File: src/rtl/gpeis_pkg.sv
// constants, types and register map of the gpio edge interrupt status block
// assumes a 16-bit apb byte address; every register is one aligned 32-bit word
package gpeis_pkg;

    // register indices; byte address is four times the index, as 1911h is not word aligned
    localparam logic [15:0] LOW_FLAGS_IDX = 16'h1910;
    localparam logic [15:0] UP_FLAGS_IDX = 16'h1911;
    localparam logic [15:0] LOW_MASK_IDX = 16'h1920;
    localparam logic [15:0] UP_MASK_IDX = 16'h1921;
    localparam logic [15:0] LOW_FLAGS_ADDR = {LOW_FLAGS_IDX[13:0], 2'h0};
    localparam logic [15:0] UP_FLAGS_ADDR = {UP_FLAGS_IDX[13:0], 2'h0};
    localparam logic [15:0] LOW_MASK_ADDR = {LOW_MASK_IDX[13:0], 2'h0};
    localparam logic [15:0] UP_MASK_ADDR = {UP_MASK_IDX[13:0], 2'h0};

    // field positions: pins 1..7 from bit 0, pins 21..32 from bit 4
    localparam int LOW_PINS = 7;
    localparam int UP_PINS = 12;
    localparam int LOW_LSB = 0;
    localparam int UP_LSB = 4;
    localparam int ALL_PINS = LOW_PINS + UP_PINS;
    localparam logic [15:0] LOW_VALID = 16'h007f;
    localparam logic [15:0] UP_VALID = 16'hfff0;

    // reset values
    localparam logic [15:0] FLAGS_RST = 16'h0000;
    localparam logic [15:0] MASK_RST = 16'h0000;
    localparam logic [31:0] RDATA_RST = 32'h0000_0000;

    // monitored pin levels
    typedef struct packed {
        logic [UP_PINS-1:0] up;
        logic [LOW_PINS-1:0] low;
    } gpeis_pins_type;

    // apb request from the master
    typedef struct packed {
        logic psel;
        logic penable;
        logic pwrite;
        logic [15:0] paddr;
        logic [31:0] pwdata;
    } gpeis_apb_req_type;

    // whole state of the block
    typedef struct packed {
        gpeis_pins_type sync1;
        gpeis_pins_type sync2;
        gpeis_pins_type prev;
        logic [15:0] lowFlags;
        logic [15:0] upFlags;
        logic [15:0] lowMask;
        logic [15:0] upMask;
        logic [31:0] rdata;
    } gpeis_state_type;

    localparam gpeis_state_type STATE_RST = '{
        sync1: '0, sync2: '0, prev: '0,
        lowFlags: FLAGS_RST, upFlags: FLAGS_RST,
        lowMask: MASK_RST, upMask: MASK_RST,
        rdata: RDATA_RST
    };

endpackage

File: src/rtl/gpeis_top.sv
// both-edge gpio interrupt status flags with mask and apb access
// assumes pins are asynchronous to sys_clk; apb master on sys_clk (10 MHz)
//
// What this block does
// any rising or falling edge on a monitored pin sets its flag
// flag holds until software writes one to its bit; zero leaves it
// pins 1 to 7 sit at bits 0 to 6 of lower word
// pin 4 reported at bit 3 of lower word, same behaviour
// word at index 1911h holds pins 21-32 in bits 4-15; reset zero
// repeated edges keep flag set; edge beats a same-cycle clearing write
//
// Our own choice: the APB register port.
`timescale 1ns/1ps
module gpeis_top (
    // clock and reset
    input wire logic sys_clk,
    input wire logic rst,
    // monitored pins
    input wire gpeis_pkg::gpeis_pins_type pins,
    // apb slave
    input wire gpeis_pkg::gpeis_apb_req_type apbReq,
    output logic [31:0] prdata,
    output logic pready,
    output logic pslverr,
    // interrupt
    output logic irq
);

    gpeis_pkg::gpeis_state_type state_q;
    gpeis_pkg::gpeis_state_type state_d;
    logic [gpeis_pkg::ALL_PINS-1:0] edges;
    logic [15:0] lowSet;
    logic [15:0] upSet;
    logic accessPhase;
    logic setupPhase;
    logic hitLowFlags;
    logic hitUpFlags;
    logic hitLowMask;
    logic hitUpMask;
    logic addrHit;
    logic wrLow;
    logic wrUp;
    logic [15:0] wdata;

    // either direction counts, so xor of synced level against its previous one
    assign edges = state_q.sync2 ^ state_q.prev;
    assign lowSet = 16'(edges[gpeis_pkg::LOW_PINS-1:0]) << gpeis_pkg::LOW_LSB;
    assign upSet = 16'(edges[gpeis_pkg::ALL_PINS-1:gpeis_pkg::LOW_PINS]) << gpeis_pkg::UP_LSB;

    assign setupPhase = apbReq.psel && !apbReq.penable;
    assign accessPhase = apbReq.psel && apbReq.penable;
    assign hitLowFlags = apbReq.paddr == gpeis_pkg::LOW_FLAGS_ADDR;
    assign hitUpFlags = apbReq.paddr == gpeis_pkg::UP_FLAGS_ADDR;
    assign hitLowMask = apbReq.paddr == gpeis_pkg::LOW_MASK_ADDR;
    assign hitUpMask = apbReq.paddr == gpeis_pkg::UP_MASK_ADDR;
    assign addrHit = hitLowFlags || hitUpFlags || hitLowMask || hitUpMask;
    assign wrLow = accessPhase && apbReq.pwrite && hitLowFlags;
    assign wrUp = accessPhase && apbReq.pwrite && hitUpFlags;
    assign wdata = apbReq.pwdata[15:0];

    always_comb
    begin
        state_d = state_q;
        // two flops of synchroniser, third holds the last level for edge compare
        state_d.sync1 = pins;
        state_d.sync2 = state_q.sync1;
        state_d.prev = state_q.sync2;
        // clear first, then set, so an edge in the clearing cycle survives
        state_d.lowFlags = ((state_q.lowFlags & ~(wrLow ? wdata : 16'h0000)) | lowSet)
            & gpeis_pkg::LOW_VALID; // see see
        state_d.upFlags = ((state_q.upFlags & ~(wrUp ? wdata : 16'h0000)) | upSet)
            & gpeis_pkg::UP_VALID; // see see
        if (accessPhase && apbReq.pwrite && hitLowMask)
        begin
            state_d.lowMask = wdata & gpeis_pkg::LOW_VALID;
        end
        if (accessPhase && apbReq.pwrite && hitUpMask)
        begin
            state_d.upMask = wdata & gpeis_pkg::UP_VALID;
        end
        // read data captured in setup so prdata comes from a flop in access
        if (setupPhase)
        begin
            case (1'b1)
                hitLowFlags: state_d.rdata = {16'h0000, state_q.lowFlags};
                hitUpFlags: state_d.rdata = {16'h0000, state_q.upFlags};
                hitLowMask: state_d.rdata = {16'h0000, state_q.lowMask};
                hitUpMask: state_d.rdata = {16'h0000, state_q.upMask};
                default: state_d.rdata = 32'h0000_0000;
            endcase
        end
    end

    always_ff @(posedge sys_clk or posedge rst)
    begin
        if (rst)
        begin
            state_q <= gpeis_pkg::STATE_RST;
        end
        else
        begin
            state_q <= state_d;
        end
    end

    // no wait states: every access completes in its first access cycle
    assign pready = 1'b1;
    assign pslverr = accessPhase && !addrHit;
    assign prdata = state_q.rdata;
    assign irq = |((state_q.lowFlags & state_q.lowMask) | (state_q.upFlags & state_q.upMask));
endmodule // gpeis_top

File: config.mk
export PLATFORM = sky130hd
export DESIGN_NAME = gpeis_top
export DESIGN_NICKNAME = d
export VERILOG_FILES = /design/src/rtl/gpeis_pkg.sv /design/src/rtl/gpeis_top.sv
export SDC_FILE = /design/constraint.sdc
export NUM_CORES = 1
export LEC_CHECK = 0
export BUFFER_PORTS_ARGS = -buffer_cell sky130_fd_sc_hd__buf_2
export CORE_MARGIN = 1
export CORE_UTILIZATION = 40
export CTS_CLUSTER_DIAMETER = 80
export CTS_CLUSTER_SIZE = 24
export DETAILED_ROUTE_END_ITERATION = 16
export GPL_ROUTABILITY_DRIVEN = 0
export GPL_TIMING_DRIVEN = 0
export HOLD_SLACK_MARGIN = 0.1
export MAX_ROUTING_LAYER = met4
export SYNTH_ARGS = -nofsm -noshare
export SYNTH_HDL_FRONTEND = slang
export SYNTH_SLANG_ARGS = --single-unit
File: constraint.sdc
create_clock -name sys_clk -period 4.55 [get_ports sys_clk]
set_clock_uncertainty 0.1 [all_clocks]
set_input_delay 0.91 -clock sys_clk [delete_from_list [all_inputs] [get_ports sys_clk]]
set_output_delay 0.91 -clock sys_clk [all_outputs]
set_load 0.05 [all_outputs]
==> results.json, run 1 <==
{
  "outcome": "finished clean",
  "syn_area_per_cell_um2": 14.0,
  "cts_buffers": 9,
  "dieArea_um2": 11400,
  "routed_wire_length_per_instance_um": 15.6,
  "hold_path_end": "state_d[101]",
  "drive_gt1_frac": 0.373,
  "synth_cell_types": 35,
  "criticalPathCategory": "input port to primary output",
  "startpoint": "apbReq[47]",
  "cts_root_buffer": "clkbuf_8",
  "htreeDepth": 3,
  "layout_min_cycle_time_ps": 3500,
  "whs_ps": 255,
  "grt_overflow": 0,
  "synth.top_cell.area_share": 0.635,
  "io_pins": 107,
  "max_slew_margin": 0.462,
  "final_hold_viol_count": 0,
  "drt_pass1_iterations": 4,
  "multiInputGateArea_um2": 1320,
  "hold_buffers": 0,
  "p_total_mw": 1.69,
  "drv_cap": 0,
  "cts_tree": "yes",
  "cts_setup_buffers": 0,
  "regArea_um2": 2780,
  "postCtsResizedCells": 0,
  "wl_mm": 8.63,
  "pwr_density_cell_nw_per_um2": 326,
  "grt_pass1_vias": 2734,
  "synth_common_cells": "111 x dfrtp_1, 36 x buf_4, 31 x a21o_1",
  "power.leakage_nw": 2.59,
  "rrSetupSlack_ps": 3410,
  "hold_class": "flop to flop",
  "grt_usage": 0.166,
  "min_from": "state_d[120]",
  "cp.required_ps": 3540,
  "syn_area_um2": 4370,
  "avgViaCountPerCell": 4.85,
  "initial_core_util": 0.418,
  "clkSinkCount": 111,
  "post-synth-top-count-cell": "dfrtp_1",
  "min_delay_path_depth": 0,
  "ant_nets": 0,
  "synth_ff_type": "dfrtp_1",
  "clockBufferDepth": 2,
  "chipHeight_um": 107,
  "synthArstFlopShare": 1.00,
  "tns_ps": 0,
  "port_buffers": 72,
  "grt_max_degree": 66,
  "setup_viol": 0,
  "r2r_cells": 3,
  "drv_slew": 0,
  "ir_drop_mv": 0.145,
  "fillers": 957,
  "yosys_warnings": 0,
  "detail_route.iter0.violations": 106,
  "via_count": 2675,
  "clock_latency_ps": 370,
  "crit_path_end_kind": "primary output",
  "synth_seq_cells": 111,
  "worst_pin_slew_ps": 807,
  "fp-row-count": 37,
  "synthCells": 313,
  "fin_crit_sh": 0.769,
  "nets": 484,
  "synth-edff-count": 0,
  "die_w_um": 107,
  "yosys-top-cells-area": "dfrtp_1 64%, buf_4 6.2%, a21o_1 5.3%",
  "cp_max_fo": 4,
  "core_um2": 10500,
  "grt_pass1_wl_mm": 13.8,
  "start_kind": "input port",
  "syn2layout_area_growth_pct": 18.2,
  "max_freq_mhz": 286,
  "dp_hpwl_mm": 6.11,
  "rsz0062_at_grt": "false",
  "drc": 0,
  "clkTransAtPathRegs_ps": 90,
  "seq_area_frac_synth": 0.635,
  "synth_largest_area_cell": "dfrtp_1",
  "worstPathArrival_ps": 2490,
  "diodes": 0,
  "reg2reg_to": "prdata[6]",
  "antenna_found_initial": 0,
  "r2r-start": "state_q[38]"
}
-- where the power goes --
part           switching (mW)  total (mW)  internal [mW]
Clock                   0.326       0.543          0.217
Combinational          0.0798       0.121         0.0411
Sequential             0.0110        1.02           1.01
Total                   0.417        1.69           1.27
-- kinds of logic (layout without fill, tap and decap cells) --
group / after synthesis / in the layout / synth area share
flip-flops: 111 / 111 / 0.635
AO/OA/AOI/OAI: 65 / 65 / 0.118
multiplexers: 21 / 21 / 0.0626
AND/OR/NAND/NOR: 47 / 47 / 0.0689
XOR/XNOR: 19 / 19 / 0.0380
other: 2 / 17 / 0.00172
buffers and inverters: 48 / 136 / 0.0758
-- sequential cells by signal, indices dropped and copies added, names as in the netlist --
name	count
prdata	16
state_d	38
state_q	57
-- metrics by stage --
step	instance area, um2	setup WS [ps]	std cells	utilization
floorplan	4430	609	328	-
global placement	4960	-658	536	0.474
detailed placement	4990	1070	537	0.477
CTS	5170	1070	552	0.494
global route	5170	1020	552	0.494
finish	5170	1050	552	0.494
-- cell usage in the layout (no fill, tap or decap), drive strengths merged, types with 2 or more instances in the layout --
master	instances
conb	17
a32o	13
a221oi	2
clkinv	4
nor2	2
nand3	21
nand2b	5
a21oi	3
and3	4
a21o	31
or4b	2
a22oi	6
o31ai	2
mux2	21
nor4	3
a32oi	2
inv	4
dfrtp	111
a22o	2
clkbuf	16
xor2	18
buf	112
nand2	4
nor3	2
o21ai	3
-- worst max-delay path: stages --
cell and delay (ps):
buf_2 100, or4b_4 590, nor4_1 530, a21oi_1 130, buf_2 230
-- layout make-up --
class,instances,share of cell area
Clock inverter,5,0.00847
Timing Repair Buffer,73,0.0750
Sequential cell,111,0.537
Buffer,45,0.0619
Multi-Input combinational cell,169,0.255
Inverter,3,0.00266
Tap cell,136,0.0329
Clock buffer,10,0.0266
-- worst max path at each step --
stage,endpoint,slack (ps),cells past startpoint
final,pslverr,1050,5
after floorplan,prdata[0],610,1
after CTS,pslverr,1070,5
after global placement,state_q[107],-660,2
after detailed placement,pslverr,1070,5
after global routing,pslverr,1020,5
-- metal layers --
metal / vias up / GRT usage / wire, um
li1: 1258 / - / -
met4: 0 / 0.0665 / 91
met2: 84 / 0.245 / 4030
met5: - / - / 0
met3: 8 / 0.0359 / 539
met1: 1325 / 0.226 / 3970
Note: power is estimated with default switching activity, not from simulation.
==> run 2, diff against run 1 <==
--- a/config.mk
+++ b/config.mk
@@ -15,6 +15,7 @@
 export GPL_TIMING_DRIVEN = 0
 export HOLD_SLACK_MARGIN = 0.1
 export MAX_ROUTING_LAYER = met4
+export PLACE_DENSITY = 0.65
 export SYNTH_ARGS = -nofsm -noshare
 export SYNTH_HDL_FRONTEND = slang
 export SYNTH_SLANG_ARGS = --single-unit
==> constraint.sdc (replaced) <==
create_clock -name sys_clk -period 3.05 [get_ports sys_clk]
set_clock_uncertainty 0.1 [all_clocks]
set_input_delay 0.61 -clock sys_clk [delete_from_list [all_inputs] [get_ports sys_clk]]
set_output_delay 0.61 -clock sys_clk [all_outputs]
set_load 0.05 [all_outputs]
==> run 2 against run 1 <==
Compared with the run above:
- routed wire length is 3.0% lower
- clock power is 47% higher
- first-iteration DRC count is 97% higher
- power is 49% higher
- cell area is 0.15% higher
- flip-flop and latch count stayed put
- via count is 1.2% higher
- cell count is 0.36% higher
- non-clock buffer count is 1 higher
- die area stayed put
- critical path depth stayed put
- sequential power is 49% higher
- critical endpoint unchanged
==> results.json, run 2 (same netlist as run 1, synthesis figures left out) <==
{
  "io_pins": 107,
  "tns_ps": 0,
  "clkTransAtPathRegs_ps": 100,
  "worst_pin_slew_ps": 822,
  "nets": 485,
  "combPwrFrac": 0.072,
  "die_w_um": 107,
  "regMostFlops": "state_q",
  "design_area_um2": 5180,
  "routed_wire_length_per_instance_um": 15.1,
  "dieArea_um2": 11400,
  "diodes": 0,
  "rrSetupSlack_ps": 1880,
  "cts_root_buffer": "clkbuf_8",
  "drive_gt1_frac": 0.371,
  "cp_max_fo": 4,
  "grt_max_degree": 40,
  "final_common_cell": "dfrtp_1",
  "grt_overflow": 0,
  "wl_mm": 8.37,
  "clock_latency_ps": 360,
  "p_int_mw": 1.90,
  "dp_hpwl_mm": 5.93,
  "htreeDepth": 3,
  "swShare": 0.243,
  "core_um2": 10500,
  "final_hold_viol_count": 0,
  "grt_pass1_wl_mm": 13.6,
  "ant_nets": 0,
  "fin_crit_sh": 0.953,
  "via_count": 2708,
  "cp.required_ps": 2340,
  "start_kind": "input port",
  "final_cell_mix": "111 x dfrtp_1, 73 x buf_2, 36 x buf_4",
  "power_frac_seq": 0.609,
  "power.leakage_nw": 2.58,
  "detail_route.iter0.violations": 209,
  "crit_path_end_kind": "primary output",
  "avgViaCountPerCell": 4.89,
  "drv_cap": 0,
  "cts_buffers": 9,
  "clockBufferDepth": 2,
  "switchingPower_uw": 609,
  "initial_core_util": 0.418,
  "place_area_um2": 5000,
  "fp-row-count": 37,
  "p_clk_frac": 0.319,
  "grt_pass1_vias": 2701,
  "cts_setup_buffers": 0,
  "hold_class": "input port to flop",
  "dpl.cell_count": 538,
  "drt_pass1_iterations": 4,
  "ir_drop_mv": 0.258,
  "layout_min_cycle_time_ps": 2910,
  "chipHeight_um": 107,
  "whs_ps": 245,
  "max_freq_mhz": 344,
  "setup_viol": 0,
  "postCtsResizedCells": 0,
  "drc": 0,
  "hold_buffers": 0,
  "grt_usage": 0.163,
  "clkSinkCount": 111,
  "fin_cells": 554,
  "cts_tree": "yes",
  "final_util": 0.495,
  "antenna_found_initial": 0,
  "outcome": "finished clean",
  "rsz0062_at_grt": "false",
  "syn2layout_area_growth_pct": 18.4,
  "criticalPathCategory": "input port to primary output",
  "max_slew_margin": 0.451,
  "drv_slew": 0,
  "port_buffers": 72,
  "pwr_density_cell_nw_per_um2": 484,
  "worstPathArrival_ps": 2200,
  "largest_reg_flops": 57
}
-- run 2: cell count changes in the layout (fill, tap and decap cells not counted), sizes merged --
cell,delta
inv,-1
clkinvlp,+2
buf,+1
clkbuf,+2
clkinv,-2
-- run 2: cell type report --
| cell class | instances | area [um2] |
|---|---|---|
| Buffer | 45 | 320 |
| Clock buffer | 12 | 145 |
| Clock inverter | 4 | 30.0 |
| Fill cell | 932 | 5280 |
| Inverter | 3 | 15.0 |
| Multi-Input combinational cell | 169 | 1320 |
| Sequential cell | 111 | 2780 |
| Tap cell | 136 | 170 |
| Timing Repair Buffer | 74 | 400 |
-- run 2: metal layers --
metal  vias up  routed length (um)  GRT usage
met1      1324                3860      0.215
met5         -                   0          -
met3         7                 691     0.0571
met2       106                3750      0.239
met4         0                  68     0.0431
li1       1271                   -          -
-- run 2: worst paths after layout --
check	to	cells past startpoint	from
min reg2reg	state_d[108]	0	state_d[127]
min in group asynchronous	state_d[130]	2	rst
max reg2reg	prdata[6]	3	state_q[38]
min	state_d[133]	1	pins[18]
max	pslverr	5	apbReq[47]
max in group asynchronous	state_q[84]	3	rst
-- run 2: power by group through the flow --
stage	Clock [mW]	Sequential, mW	Combinational (mW)
after floorplan	0	1.55	0.121
after global placement	0	1.55	0.175
after detailed placement	0	1.56	0.184
after CTS	0.826	1.53	0.185
after global routing	0.884	1.53	0.200
final	0.798	1.52	0.182
-- run 2: metrics by stage --
step / power, mW / worst slack [ps]
after detailed placement: 1.74 / 178
after floorplan: 1.67 / 458
after global placement: 1.73 / 203
final: 2.50 / 143
after global routing: 2.61 / 134
after CTS: 2.54 / 185
-- run 2: critical path, cell delays in order --
cell     delay, ps
buf_2          100
or4b_4         580
nor4_1         540
a21oi_1        140
buf_2          230
==> run 3, diff against run 2 <==
--- a/config.mk
+++ b/config.mk
@@ -8,6 +8,7 @@
 export BUFFER_PORTS_ARGS = -buffer_cell sky130_fd_sc_hd__buf_2
 export CORE_MARGIN = 1
 export CORE_UTILIZATION = 40
+export CTS_BUF_LIST = sky130_fd_sc_hd__clkbuf_2 sky130_fd_sc_hd__clkbuf_4 sky130_fd_sc_hd__clkbuf_8
 export CTS_CLUSTER_DIAMETER = 80
 export CTS_CLUSTER_SIZE = 24
 export DETAILED_ROUTE_END_ITERATION = 16
==> run 3 against run 2 <==
Compared with the run above:
- sequential share of layout area fell by 0.078 points
- register-to-register slack about the same
- via count rose by 0.70%
- non-clock buffer count unchanged
- combinational power hardly changed
- core utilization rose by 0.072 points
- critical path type unchanged
- cell area is 0.14% higher
- clock power rose by 2%
- die area did not move
- sequential power about the same
- cell count did not move
==> results.json, run 3 (same netlist as run 1, synthesis figures left out) <==
{
  "rsz0062_at_grt": "false",
  "drv_slew": 0,
  "max_freq_mhz": 347,
  "path_cells": "buf_2 > or4b_4 > nor4_1 > a21oi_1 > buf_2",
  "design_area_um2": 5190,
  "worstPathArrival_ps": 2170,
  "grt_use_met2": 0.240,
  "fin_crit_sh": 0.945,
  "cts_tree": "yes",
  "fillers": 931,
  "hold_buffers": 0,
  "via_count": 2727,
  "tns_ps": 0,
  "diodes": 0,
  "ir_drop_mv": 0.259,
  "dp_worst_setup_slack_ps": 178,
  "crit_path_end_kind": "primary output",
  "chipHeight_um": 107,
  "worst_pin_slew_ps": 823,
  "max_stage_delay_ps": 580,
  "wl_mm": 8.33,
  "routed_wire_length_per_instance_um": 15.0,
  "busiest_layer": "met2",
  "grt_overflow": 0,
  "hold_class": "input port to flop",
  "dieArea_um2": 11400,
  "use_met3": 0.0571,
  "grt_pass1_wl_mm": 13.6,
  "htreeDepth": 3,
  "final_util": 0.496,
  "drv_cap": 0,
  "cts_root_buffer": "clkbuf_8",
  "postCtsResizedCells": 0,
  "clockBufferDepth": 2,
  "core_um2": 10500,
  "whs_ps": 245,
  "cp_max_fo": 4,
  "final_common_cell": "dfrtp_1",
  "antenna_found_initial": 0,
  "layout_min_cycle_time_ps": 2880,
  "regArea_um2": 2780,
  "grt_max_degree": 40,
  "clkTransAtPathRegs_ps": 100,
  "final_cell_mix": "111 x dfrtp_1, 73 x buf_2, 36 x buf_4",
  "nets": 485,
  "clock_latency_ps": 360,
  "drt_pass1_iterations": 5,
  "port_buffers": 72,
  "cp_common_cell": "buf_2",
  "clkSinkCount": 111,
  "use_met1": 0.214,
  "largest_reg_flops": 57,
  "outcome": "finished clean",
  "grt_pass1_vias": 2703,
  "syn2layout_area_growth_pct": 18.6,
  "grt_usage": 0.163,
  "drive_gt1_frac": 0.376,
  "setup_viol": 0,
  "pwr_density_cell_nw_per_um2": 485,
  "io_pins": 107,
  "die_w_um": 107,
  "ant_nets": 0,
  "place_area_um2": 5000,
  "detail_route.iter0.violations": 231,
  "criticalPathCategory": "input port to primary output",
  "initial_core_util": 0.418,
  "final_hold_viol_count": 0,
  "drc": 0,
  "cts_buffers": 9,
  "cts_setup_buffers": 0,
  "cp_slowest_cell": "or4b_4",
  "power.leakage_nw": 2.59,
  "regMostFlops": "state_q",
  "avgViaCountPerCell": 4.92,
  "max_slew_margin": 0.450,
  "dp_hpwl_mm": 5.93,
  "cp.required_ps": 2340,
  "start_kind": "input port",
  "multiInputGateArea_um2": 1320,
  "fp-row-count": 37,
  "setup_ws_ps": 169
}
run 3: path summary, 6_finish.rpt:
kind                                    from            to  slack, ps  depth (start not counted)
worst max register to register   state_q[38]     prdata[6]       1880                          3
worst min-delay path                 pins[9]  state_d[124]        240                          1
min in group asynchronous                rst  state_d[130]        290                          2
max in group asynchronous                rst     prdata[7]       1910                          3
worst max-delay path              apbReq[47]       pslverr        170                          5
worst min register to register  state_d[132]  state_d[113]        250                          0
run 3: per-layer routing:
layer,vias to the layer above,share of wire
met2,111,0.44
met5,-,0
li1,1267,-
met1,1336,0.45
met4,0,0.012
met3,13,0.091
run 3: power breakdown:
part           internal, mW  total [mW]  switching, mW
clock                 0.342       0.811          0.470
sequential             1.51        1.52         0.0160
combinational        0.0628       0.181          0.119
total                  1.91        2.52          0.604
run 3: area by class of cell:
type                            count  share of cell area
Buffer                             45              0.0617
Clock buffer                       12              0.0294
Clock inverter                      4             0.00579
Inverter                            3             0.00289
Multi-Input combinational cell    169               0.255
Sequential cell                   111               0.535
Tap cell                          136              0.0328
Timing Repair Buffer               74              0.0772
run 3: critical path, delay by kind of cell:
kind	cells	cell delay (ps)
AOI/OAI and AO/OA	1	140
buffers and inverters	2	330
and+or+nand+nor	2	1100
run 3: stage by stage:
| stage | power, mW | std cells |
|---|---|---|
| floorplan | 1.67 | 328 |
| global placement | 1.73 | 536 |
| detailed placement | 1.74 | 538 |
| CTS | 2.55 | 554 |
| global route | 2.63 | 554 |
| finish | 2.52 | 554 |
